<file path="src/rtl/pmc_pkg.sv">
// constants, field layout and decode helpers for the periodic modulo counter
package pmc_pkg;

	// register bus geometry
	localparam int ADDR_W = 2;
	localparam int DATA_W = 8;

	// register offsets
	localparam logic [1:0] OFS_CONTROL_STATUS = 2'h0;
	localparam logic [1:0] OFS_CURRENT_COUNT = 2'h1;
	localparam logic [1:0] OFS_MATCH_LIMIT = 2'h2;

	// control_status field positions
	localparam int FLAG_BIT = 7;
	localparam int SEL_HI = 6;
	localparam int SEL_LO = 5;
	localparam int IE_BIT = 4;
	localparam int DIV_HI = 3;
	localparam int DIV_LO = 0;

	// reset values
	localparam logic [1:0] SEL_RESET = 2'h0;
	localparam logic [3:0] DIV_RESET = 4'h0;
	localparam logic [7:0] BYTE_ZERO = 8'h00;

	// prescaler width, wide enough for the largest divide of 200000
	localparam int PRE_W = 18;
	localparam logic [PRE_W-1:0] PRE_ZERO = 18'h00000;
	localparam logic [PRE_W-1:0] PRE_ONE = 18'h00001;

	// clock source codes
	typedef enum logic [1:0] {
		PMC_SRC_LPO = 2'b00,
		PMC_SRC_EXT = 2'b01,
		PMC_SRC_INT = 2'b10,
		PMC_SRC_INT2 = 2'b11
	} pmc_src_t;

	// index of each source in the synchroniser vector
	localparam int IDX_LPO = 0;
	localparam int IDX_EXT = 1;
	localparam int IDX_INT = 2;
	localparam int NUM_SRC = 3;

	// divide ratio for a divider code; zero means the prescaler is off
	function automatic logic [PRE_W-1:0] pmc_divide(input logic [3:0] code,
			input logic sel_low);
		logic [PRE_W-1:0] r;
		r = PRE_ZERO;
		if (!sel_low) begin
			unique case (code)
				4'h0: r = 18'h00000;
				4'h1: r = 18'h00008;
				4'h2: r = 18'h00020;
				4'h3: r = 18'h00040;
				4'h4: r = 18'h00080;
				4'h5: r = 18'h00100;
				4'h6: r = 18'h00200;
				4'h7: r = 18'h00400;
				4'h8: r = 18'h00001;
				4'h9: r = 18'h00002;
				4'hA: r = 18'h00004;
				4'hB: r = 18'h0000A;
				4'hC: r = 18'h00010;
				4'hD: r = 18'h00064;
				4'hE: r = 18'h001F4;
				4'hF: r = 18'h003E8;
			endcase
		end else begin
			unique case (code)
				4'h0: r = 18'h00000;
				4'h1: r = 18'h00400;
				4'h2: r = 18'h00800;
				4'h3: r = 18'h01000;
				4'h4: r = 18'h02000;
				4'h5: r = 18'h04000;
				4'h6: r = 18'h08000;
				4'h7: r = 18'h10000;
				4'h8: r = 18'h003E8;
				4'h9: r = 18'h007D0;
				4'hA: r = 18'h01388;
				4'hB: r = 18'h02710;
				4'hC: r = 18'h04E20;
				4'hD: r = 18'h0C350;
				4'hE: r = 18'h186A0;
				4'hF: r = 18'h30D40;
			endcase
		end
		return r;
	endfunction

endpackage

</file>
<file path="src/rtl/pmc_counter.sv">
// periodic modulo counter: clock select, prescaler, 8-bit counter, match flag
//
// The register offsets and the strobed register port were chosen for this implementation.
`timescale 1ns/1ps
`default_nettype none

////////////////////////////////////////////////////////////////////////////////
module pmc_counter
	import pmc_pkg::*;
(
	// clock and reset
	input wire logic clk_in,
	input wire logic rst_in,
	// register port
	input wire logic [ADDR_W-1:0] addr_in,
	input wire logic [DATA_W-1:0] wr_data_in,
	input wire logic wr_in,
	input wire logic rd_in,
	output logic [DATA_W-1:0] rd_data_out,
	// raw clock sources, asynchronous to clk_in
	input wire logic low_power_osc_clock_in,
	input wire logic external_ref_clock_in,
	input wire logic internal_ref_clock_in,
	// system mode indications, same clock domain
	input wire logic deep_stop_mode_in,
	input wire logic debug_active_in,
	// interrupt request
	output logic match_irq_out
);

	////////////////////////////////////////////////////////////////////////
	// register state

	logic match_flag; // sticky match indication
	logic [1:0] source_select; // prescaler input choice
	logic match_irq_enable; // gates flag onto interrupt
	logic [3:0] divider_select; // prescaler ratio code
	logic [7:0] modulo_value; // compare limit
	logic [7:0] count_value; // main up-counter
	logic [PRE_W-1:0] presc; // prescaler count

	// decoded write strobes
	logic wr_ctrl;
	logic wr_mod;
	assign wr_ctrl = wr_in && (addr_in == OFS_CONTROL_STATUS);
	assign wr_mod = wr_in && (addr_in == OFS_MATCH_LIMIT);

	// fields of an incoming control write
	logic [1:0] wr_sel;
	logic [3:0] wr_div;
	assign wr_sel = wr_data_in[SEL_HI:SEL_LO];
	assign wr_div = wr_data_in[DIV_HI:DIV_LO];

	////////////////////////////////////////////////////////////////////////
	// clock source synchronisers

	logic [NUM_SRC-1:0] src_raw; // asynchronous source levels
	logic [NUM_SRC-1:0] src_meta; // first stage, read by second only
	logic [NUM_SRC-1:0] src_sync; // second stage, safe to use
	logic [NUM_SRC-1:0] src_prev; // delayed copy for edge detect
	assign src_raw[IDX_LPO] = low_power_osc_clock_in;
	assign src_raw[IDX_EXT] = external_ref_clock_in;
	assign src_raw[IDX_INT] = internal_ref_clock_in;

	// sources must be slower than half of clk_in for edges to survive
	genvar gi;
	generate
		for (gi = 0; gi < NUM_SRC; gi++) begin : g_sync
			always_ff @(posedge clk_in) begin
				if (rst_in) begin
					src_meta[gi] <= 1'b0;
					src_sync[gi] <= 1'b0;
					src_prev[gi] <= 1'b0;
				end else begin
					src_meta[gi] <= src_raw[gi];
					src_sync[gi] <= src_meta[gi];
					src_prev[gi] <= src_sync[gi];
				end
			end
		end
	endgenerate

	// rising edges of each synchronised source
	logic [NUM_SRC-1:0] src_rise;
	assign src_rise = src_sync & ~src_prev;

	////////////////////////////////////////////////////////////////////////
	// source pick, divide ratio and run conditions

	logic sel_edge; // edge of the chosen source
	logic [PRE_W-1:0] divide; // current divide ratio
	logic src_halted; // source unavailable in deep stop
	logic running; // prescaler may advance
	logic clr; // software clear of both counters
	logic tick; // prescaler output pulse
	logic match; // count equals limit

	// 1x picks the internal reference
	always_comb begin
		unique case (source_select)
			PMC_SRC_LPO: sel_edge = src_rise[IDX_LPO];
			PMC_SRC_EXT: sel_edge = src_rise[IDX_EXT];
			default: sel_edge = src_rise[IDX_INT];
		endcase
	end

	// ratio depends on source low bit as well as the code
	assign divide = pmc_divide(divider_select, source_select[SEL_LO-SEL_LO]);

	// wait and light stop do not appear here: counting carries on
	assign src_halted = deep_stop_mode_in &&
		(source_select != PMC_SRC_LPO);
	assign running = (divide != PRE_ZERO) && !debug_active_in &&
		!src_halted;

	// any limit write clears; a control write clears only when source or divider changes value
	assign clr = wr_mod ||
		(wr_ctrl && ((wr_sel != source_select) ||
		(wr_div != divider_select)));
	// a clear in the same cycle swallows the tick
	assign tick = running && sel_edge && !clr &&
		(presc == divide - PRE_ONE);
	assign match = (count_value == modulo_value);

	////////////////////////////////////////////////////////////////////////
	// prescaler

	always_ff @(posedge clk_in) begin
		if (rst_in) begin
			presc <= PRE_ZERO;
		end else if (clr) begin
			presc <= PRE_ZERO;
		end else if (running && sel_edge) begin
			if (tick) begin
				presc <= PRE_ZERO;
			end else begin
				presc <= presc + PRE_ONE;
			end
		end
	end

	////////////////////////////////////////////////////////////////////////
	// main counter

	always_ff @(posedge clk_in) begin
		if (rst_in) begin
			count_value <= BYTE_ZERO;
		end else if (clr) begin
			count_value <= BYTE_ZERO;
		end else if (tick) begin
			if (match) begin
				count_value <= BYTE_ZERO;
			end else begin
				count_value <= count_value + 8'h01;
			end
		end
	end

	////////////////////////////////////////////////////////////////////////
	// match flag

	// new match beats a simultaneous write-one clear
	always_ff @(posedge clk_in) begin
		if (rst_in) begin
			match_flag <= 1'b0;
		end else if (tick && match) begin
			match_flag <= 1'b1;
		end else if (wr_ctrl && wr_data_in[FLAG_BIT]) begin
			match_flag <= 1'b0;
		end
	end

	////////////////////////////////////////////////////////////////////////
	// control fields and modulo register

	always_ff @(posedge clk_in) begin
		if (rst_in) begin
			source_select <= SEL_RESET;
			match_irq_enable <= 1'b0;
			divider_select <= DIV_RESET;
		end else if (wr_ctrl) begin
			source_select <= wr_sel;
			match_irq_enable <= wr_data_in[IE_BIT];
			divider_select <= wr_div;
		end
	end

	always_ff @(posedge clk_in) begin
		if (rst_in) begin
			modulo_value <= BYTE_ZERO;
		end else if (wr_mod) begin
			modulo_value <= wr_data_in;
		end
	end

	////////////////////////////////////////////////////////////////////////
	// interrupt output

	// registered, so it follows the flag by one cycle
	always_ff @(posedge clk_in) begin
		if (rst_in) begin
			match_irq_out <= 1'b0;
		end else begin
			match_irq_out <= match_flag && match_irq_enable;
		end
	end

	////////////////////////////////////////////////////////////////////////
	// read data

	// count is read-only: no write decode exists for it
	always_ff @(posedge clk_in) begin
		if (rst_in) begin
			rd_data_out <= BYTE_ZERO;
		end else if (rd_in) begin
			unique case (addr_in)
				OFS_CONTROL_STATUS: rd_data_out <= {match_flag,
					source_select, match_irq_enable, divider_select};
				OFS_CURRENT_COUNT: rd_data_out <= count_value;
				OFS_MATCH_LIMIT: rd_data_out <= modulo_value;
				default: rd_data_out <= BYTE_ZERO;
			endcase
		end else begin
			rd_data_out <= BYTE_ZERO;
		end
	end
endmodule

`default_nettype wire

</file>
<file path="config.mk">
export PLATFORM = sky130hd
export DESIGN_NAME = pmc_counter
export DESIGN_NICKNAME = d
export VERILOG_FILES = /design/src/rtl/pmc_pkg.sv /design/src/rtl/pmc_counter.sv
export SDC_FILE = /design/constraint.sdc
export NUM_CORES = 1
export LEC_CHECK = 0
export BUFFER_PORTS_ARGS = -buffer_cell sky130_fd_sc_hd__buf_2
export CAP_MARGIN = 10
export CORE_MARGIN = 1
export CORE_UTILIZATION = 30
export CTS_BUF_LIST = sky130_fd_sc_hd__clkbuf_2 sky130_fd_sc_hd__clkbuf_4 sky130_fd_sc_hd__clkbuf_8
export DETAILED_ROUTE_END_ITERATION = 6
export HOLD_SLACK_MARGIN = 0.15
export PLACE_DENSITY = 0.47
export REMOVE_ABC_BUFFERS = 1
export SLEW_MARGIN = 20
export SYNTH_ARGS = -nofsm -noshare
export SYNTH_HDL_FRONTEND = slang
export SYNTH_SLANG_ARGS = --single-unit
</file>
<file path="constraint.sdc">
create_clock -name clk_in -period 6.98 [get_ports clk_in]
set_input_delay 1.047 -clock clk_in [delete_from_list [all_inputs] [get_ports clk_in]]
set_output_delay 1.047 -clock clk_in [all_outputs]
set_load 0.05 [all_outputs]
</file>
# [Word-level counts from Yosys, hierarchy flattened]
# Memories as Yosys holds them, arrays and structs flattened. A register that Yosys moved wholly into a read port is not among the register bits.
# Index checks and enable logic that the tools add are counted.
[totals] out_inout_bits=9 mem_bits_ro=416 input_bits=19 memories=2 regBits=60 wordCells=68
[memory_table] name="(no name shown)" words=16 width=15 rd=1 rd_ports_with_merged_regs=1 wr=0 line_no="pmc_pkg.sv:70" rtl="unique case (code)"
[memory_table] name="(no name shown)" words=16 width=11 rd=1 rd_ports_with_merged_regs=1 wr=0 line_no="pmc_pkg.sv:51" rtl="unique case (code)"
[classes] n_mux=11 n_addsub=3 bitwise=3 n_reduce_logical=24 n_eq_ne=7
[ops] op="$mux W18" n=2
[ops] op="$pmux W8 S3" n=1
[ops] op="$add A18 B1 Y18 const B" n=1
[ops] op="$eq A18 B18 Y1" n=1
[ops] op="$reduce_bool A18 Y1" n=1
[ops] op="$sub A18 B1 Y18 const B" n=1
[ops] op="$mux W4" n=4
[ops] op="$logic_and A1 B1 Y1" n=12
[ops] op="$add A8 B1 Y8 const B" n=1
[ops] op="$eq A8 B8 Y1" n=1
[ops] op="$mux W8" n=1
[ops] op="$eq A2 B1 Y1 const B" n=2
[ops] op="$logic_not A2 Y1" n=2
[ops] op="$ne A4 B4 Y1" n=1
[ops] op="$reduce_bool A2 Y1" n=2
[ops] op="$reduce_or A2 Y1" n=2
[ops] op="$and A3 B3 Y3" n=1
[ops] op="$logic_not A1 Y1" n=3
[ops] op="$not A3 Y3" n=1
[ops] op="$eq A2 B2 Y1 const B" n=1
[ops] op="$logic_or A1 B1 Y1" n=2
[ops] op="$mux W1" n=2
[ops] op="$ne A2 B2 Y1" n=1
[ops] op="$pmux W1 S2" n=1
[ops] op="$not A1 Y1" n=1

# [Logic depth before layout (Yosys ltp)]
# Gate-level depths: netlist of the first run.
[depth] ltp_word=9 mapped_depth=16 depth_no_buf=11

# [Worst setup path after synthesis of the first run]
# Ideal clock, no wire load.
[synth_timing] path_type="reg-to-reg" startpoint="reg source_select[0]" endpoint="reg count_value[4]" arrival_ns=4.002 path_slack_ns=2.848 stages_incl_launch_ff=15 path_cell_list="dfxtp_1 > buf_2 > buf_2 > clkinv_1 > nand2_1 > ha_1 > or4b_1 > a222oi_1 > a21oi_1 > or4_1 > or4_1 > buf_2 > clkbuf_1 > o41ai_1 > a21boi_1"
[synth_between] elab_chain_len=7 word_cells_on_any_way=21 cone_classes="add/sub: 1; eq/ne: 3; mux: 2; reduce/logical: 15"
[synth_lines] element="from (decl)" line_no="pmc_counter.sv:35" rtl="logic [1:0] source_select;"
[synth_lines] element="from (signal assigned)" line_no="pmc_counter.sv:182" rtl="source_select <= wr_sel;"
[synth_lines] element="branches (longest 7 deep; another with $sub A18 B1 Y18)"
[synth_lines] element="to (signal assigned)" line_no="pmc_counter.sv:154" rtl="count_value <= count_value + 8'h01;"
[synth_lines] element="to (decl)" line_no="pmc_counter.sv:39" rtl="logic [7:0] count_value;"
# Parallel ways; which one is timed is not known.
# A chain may end at the register's enable or synchronous reset.

# [Final worst setup path of the first run]
[layout_timing] startpoint="reg source_select[0]" endpoint="reg presc[10]"
[layout_between] elab_chain_len=8 word_cells_on_any_way=22 cone_classes="add/sub: 1; eq/ne: 3; mux: 3; reduce/logical: 15"
[layout_lines] element="branches (longest 8 deep; another with $sub A18 B1 Y18)"
[layout_lines] element="to (signal assigned)" line_no="pmc_counter.sv:137" rtl="presc <= presc + PRE_ONE;"
[layout_lines] element="to (decl)" line_no="pmc_counter.sv:40" rtl="logic [PRE_W-1:0] presc;"
# Parallel ways; which one is timed is not known.

==> results.cfg, run 1 <==
[outcome]
status = finished, final reports clean

[grt]
grt_max_degree = 58
antenna_found_initial = 0
grt_use_total = 0.164
grt_first_pass_wirelength_microns = 21200
overflow = 0
grt_pass1_vias = 4046

[cts]
clk_latency_ps = 380
cts_tree = yes
htree_levels = 3
cts_buffers = 9
post_cts_buffers = 0
root_buffer = clkbuf_8
clkSinkCount = 86
cts_buffer_depth = 2
path_clk_slew_ps = 90
postCtsHoldBufs = 0
cts_resized = 0

[critical_path]
rr_endpoint = presc[10]
required_ps = 7210
worst_r2r_path_depth = 12
worstPathMaxFanout = 57
path_class = flop to flop
critPathCaptureType = flop
timing.rr.start = source_select[0]
rrSetupSlack_ps = 2050
start_kind = flop
cp_data_arrival_time_ps = 5160

[logic_synthesis]
syn_inst = 604
ys_top_cells_by_area = dfxtp_1 (35%), mux2i_1 (6.3%), xnor2_1 (6.2%)
ys_seq_area_frac = 0.349
synth_top_area_frac = 0.349
yosys-top-cells-count = dfxtp_1 (86), nor2_1 (81), nand2_1 (42), xnor2_1 (35), mux2i_1 (31)
ys.flop_type = dfxtp_1
syn_area_per_cell_sq_um = 8.17
yosysMostFrequentCell = dfxtp_1
synth_area_leader_cell = dfxtp_1
synth-edff-count = 0
ys_warn_count = 0
synth-seq-cells = 86
synthArstFlopShare = 0
yosysUniqueCellTypes = 64
synth.cell_area_sq_um = 4940

[floorplanning]
rows = 46
coreArea_sq_um = 16000
die_area_sq_um = 17000
start_util = 0.308
die_w_microns = 130
dieHeight_microns = 130
ioPinCount = 28

[power]
p_int_w = 0.000714
p_sw_w = 0.000272
comb_power_share = 0.128
clockPowerShare = 0.358
vdd_drop_max_v = 0.0000998
finalPower_w = 0.000986
switching_share = 0.275
p_seq_frac = 0.513
cellLeakagePower_nw = 1.97
cellPowerDensity_nw_per_um2 = 182

[timing]
period_needed_ps = 4930
tightest_slew_ps = 924
rsz0062_at_grt = no
max_slew_margin = 0.382
max_freq_mhz = 203
hold-worst-slack_ps = 450
setup_viol = 0
finalHoldViolations = 0
min_period_over_period = 0.706
fin_tns_setup_ps = 0
fin_skew_ps = 12.0
drv_slew = 0

[hold_path]
hold_start = src_meta[1]
min_path_cells = 1
hold_path_class = flop to flop
min_to = src_sync[1]

[layout]
areaGrowthSynthToFinish_pct = 9.45
nFillCells = 1743
drive_gt1_frac = 0.0949
n_antenna_cell = 0
final_net_count = 635

[placement]
dp_hpwl_microns = 9910
port_buffers = 27
globalplace.congestion = 0.892

[routing]
drt_iter0_markers = 278
routed_wl_microns = 13100
viasPerCell = 5.26
drc = 0
first_pass_iters = 5
vias = 4347
routedWlPerCell_microns = 15.9
antenna_left = 0

[run]
cap_violations = 0
## metrics by stage
stage	util	std cells	setup slack (ps)	cell area, sq um
floorplan	-	567	1280	4790
global placement	0.326	812	2220	5210
detailed placement	0.326	812	2080	5210
CTS	0.338	827	2060	5400
global route	0.338	827	1660	5400
finish	0.338	827	2050	5400
## logic make-up (layout without fill, tap and decap cells)
family / after synthesis / count (layout) / synth area share
adders and majority gates: 9 / 9 / 0.0228
muxes: 34 / 34 / 0.0697
xor gates and xnor gates: 48 / 48 / 0.0852
and+or+nand+nor: 261 / 261 / 0.273
DFF: 86 / 86 / 0.349
buffers and inverters: 53 / 60 / 0.0423
AOI/OAI and AO/OA: 113 / 113 / 0.158
## power groups by stage
stage | sequential [W] | combinational [W] | clock, W
5_1_grt | 0.000507 | 0.000140 | 0.000387
3_3_place_gp | 0.000517 | 0.000124 | 0
4_1_cts | 0.000506 | 0.000126 | 0.000369
2_1_floorplan | 0.000518 | 0.0000853 | 0
6_report | 0.000506 | 0.000127 | 0.000353
3_5_place_dp | 0.000517 | 0.000125 | 0
## critical path: stages, from the launching register on
cell and delay [ps]:
dfxtp_2 340, buf_4 460, nor2b_1 180, inv_1 110, ha_1 270, or4b_1 510
a222oi_1 360, buf_4 240, a21oi_1 110, or4_1 520, or4_1 820, o21ai_2 700
nor2_1 130
## layout by cell type, fill, tap and decap left out, types with 13 or more instances in the layout
master and instances:
inv_1 15, nand2_1 42, a21oi_1 25, nor3_1 20, dfxtp_1 85, nand3_1 21
xnor2_1 35, nor2_1 81, xor2_1 13, o21ai_0 18, nor2b_1 22, mux2i_1 31
buf_2 27
## routing by layer
layer,up-vias,routed length [microns],track usage,share of wire
li1,2155,-,-,-
met1,2068,6620,0.228,0.50
met2,103,5720,0.242,0.44
met3,21,524,0.0308,0.040
met4,0,279,0.0759,0.021
met5,-,0,0,0
## how the worst max path moves through the flow
stage | startpoint | to | slack, ps | cells after the start
after global routing | source_select[0] | presc[4] | 1660 | 12
after CTS | source_select[0] | presc[10] | 2060 | 12
final | source_select[0] | presc[10] | 2050 | 12
after global placement | source_select[0] | presc[5] | 2220 | 12
after floorplan | source_select[0] | count_value[4] | 1280 | 10
after detailed placement | source_select[0] | presc[1] | 2080 | 12
## cell type report
class                           instances  area [sq um]  share of cell area
Timing Repair Buffer                   29           150              0.0278
Multi-Input combinational cell        465          3010               0.556
Sequential cell                        86          1720               0.319
Tap cell                              216           270              0.0500
Inverter                               16          60.1              0.0111
Clock inverter                          6          70.1              0.0130
Clock buffer                            9           124              0.0229
(Power assumes the default switching activity.)
==> inputs of run 2 (changes only) <==
ABC_AREA = 1   (was unset)
clock period = 4.7 ns   (was 6.98 ns; I/O delays follow)
==> run 2 against run 1 <==
  * Flip-flop and latch count unchanged
  * Synthesized cell count increased by 28%
  * Setup slack got worse by 550 ps
  * Utilization increased by 0.70 points
  * Wire length increased by 1.3%
  * Count of clock-buffer cells in the layout unchanged
  * Critical endpoint is now count_value[2]
  * Largest power group unchanged
  * Highest routed layer unchanged
==> results.cfg, run 2 <==
[logic_synthesis]
ys_seq_area_frac = 0.345
muxShareOfSynthArea = 0
synth_top_area_frac = 0.345
yosysMostFrequentCell = nand2_1
ys_top_cells_by_area = dfxtp_1 (34%), nand2_1 (18%), inv_1 (8.4%)
synth-seq-cells = 86
yosys-top-cells-count = nand2_1 (238), inv_1 (112), nor2_1 (96), dfxtp_1 (86), nand3_1 (53)
synth_area_leader_cell = dfxtp_1
synthArstFlopShare = 0
synth_top_family_by_area = simple AND/OR/NAND/NOR gates
synth-compound-area-share = 0.0797
ys_warn_count = 0
synthSimpleGateAreaFrac = 0.421
ys.flop_type = dfxtp_1
syn_inst = 776
synth_fa_ha_area_frac = 0.0226
synth-edff-count = 0
synth_xor_area_frac = 0.0263
yosysUniqueCellTypes = 42
syn_area_per_cell_sq_um = 6.43
synth.cell_area_sq_um = 4990

[hold_path]
hold_start = src_meta[2]
hold_path_class = flop to flop

[routing]
drt_iter0_markers = 315
viasPerCell = 4.48
vias = 4605
routedWlPerCell_microns = 13.0
drc = 0
antenna_left = 0
first_pass_iters = 5
routed_wl_microns = 13300

[timing]
fin_tns_setup_ps = 0
rsz0062_at_grt = no
drv_slew = 0
tightest_slew_ps = 900
min_period_over_period = 0.681
fin_skew_ps = 14.0
setup_ws_ps = 1500
period_needed_ps = 3200
setup_viol = 0
max_slew_margin = 0.399
finalHoldViolations = 0
max_freq_mhz = 312

[critical_path]
worst-path-buf-inv = 2
cp_data_arrival_time_ps = 3480
path_class = flop to flop
critPathTopFamily = simple AND/OR/NAND/NOR gates
cpMaxStageDelayCell = dfxtp_1
slowest_delay_ps = 920
crit_chain = inv_6 > nand2_4 > ha_1 > nand2_1 > nor2_2 > nand2_1 > nor2_4 > nand3_1 > nand2_1 > nand2_1 > nor2_1 > nand2_1 > nor2_4 > nand4_1 > nand2_2 > inv_2 > nand2_1 > nor2_1
required_ps = 4980
worstPathMaxFanout = 27
critPathCaptureType = flop
critical_path.startpoint = source_select[0]
timing.rr.start = source_select[0]
start_kind = flop
path_common_cell = nand2_1

[grt]
overflow = 0
grt_use_total = 0.170
antenna_found_initial = 0
grt_max_degree = 28
grt_pass1_vias = 4206
grt_first_pass_wirelength_microns = 22000

[layout]
nFillCells = 1783
layout_commonest_cell = nand2_1
layout_common_cells = nand2_1 (238), inv_1 (112), nor2_1 (96), dfxtp_1 (86), nand3_1 (53)
final_area_sq_um = 5540
drive_gt1_frac = 0.117
areaGrowthSynthToFinish_pct = 10.9
final_cell_count_no_fill = 1028
final_net_count = 835

[run]
cap_violations = 0

[floorplanning]
die_w_microns = 131
start_util = 0.311
rows = 46
coreArea_sq_um = 16100
dieHeight_microns = 131
ioPinCount = 28
die_area_sq_um = 17200

[power]
cellPowerDensity_nw_per_um2 = 281
cellLeakagePower_nw = 2.62
finalPower_w = 0.00156
vdd_drop_max_v = 0.000167

[cts]
htree_levels = 3
cts_buffers = 9
path_clk_slew_ps = 90
clkSinkCount = 86
cts_resized = 0
post_cts_buffers = 0
root_buffer = clkbuf_8
clk_latency_ps = 370
cts_tree = yes
postCtsHoldBufs = 0
cts_buffer_depth = 2

[placement]
placed_area_sq_um = 5340
place_inst = 1012
dp_slack_ps = 1470
port_buffers = 27
dp_hpwl_microns = 10500
globalplace.congestion = 0.801

[outcome]
status = finished, final reports clean
-- run 2: changes by cell type in the layout (fill, tap and decap cells not counted), moves of 17 or more --
cell	previous run	this run
inv_1	15	112
mux2i_1	31	0
nand2_1	42	238
nand3_1	21	53
nor2b_1	22	1
o21ai_0	18	35
xnor2_1	35	3
-- run 2: worst min-delay path, cell delays in order, from the launching register on --
cell and delay [ps]:
dfxtp_1 310, inv_1 40, nor2_1 30
-- run 2: logic make-up after synthesis --
group	count (synthesis)
and+or+nand+nor	465
buffers and inverters	128
DFF	86
AOI/OAI and AO/OA	73
xor gates and xnor gates	15
adders and majority gates	9
-- run 2: stage by stage --
stage          utilization  hold slack [ps]
2_1_floorplan            -              388
3_3_place_gp         0.332              396
3_5_place_dp         0.332              397
4_1_cts              0.345              413
5_1_grt              0.345              430
6_report             0.345              408
-- run 2: worst paths after layout --
kind                                        to  slack, ps  cells past startpoint
worst max-delay path            count_value[2]       1500                     18
worst min-delay path               src_sync[2]        410                      2
worst max register to register  count_value[2]       1500                     18
worst min register to register     src_sync[2]        410                      2
-- run 2: cell type report --
class | instances | area [sq um] | area share
repair buffers | 29 | 150 | 0.0271
diodes | 1 | 2.50 | 0.000452
clock inverters | 6 | 71.3 | 0.0129
multi-input cells | 562 | 2740 | 0.495
inverters | 119 | 454 | 0.0821
well taps | 216 | 270 | 0.0488
flip-flops and latches | 86 | 1720 | 0.311
clock buffers | 9 | 124 | 0.0224
-- run 2: per-layer routing --
layer	up-vias	routed length (microns)	track usage	share of wire
li1	2490	-	-	-
met3	9	554	0.0362	0.042
met2	78	5490	0.243	0.41
met5	-	0	0	0
met4	0	106	0.0480	0.0080
met1	2028	7170	0.253	0.54
-- run 2: report_power, final --
part / switching, W / internal, W / total, W / leakage, nW
logic: 0.000184 / 0.0000850 / 0.000269 / 1.83
registers: 0.0000131 / 0.000745 / 0.000758 / 0.698
clock network: 0.000284 / 0.000246 / 0.000531 / 0.0919
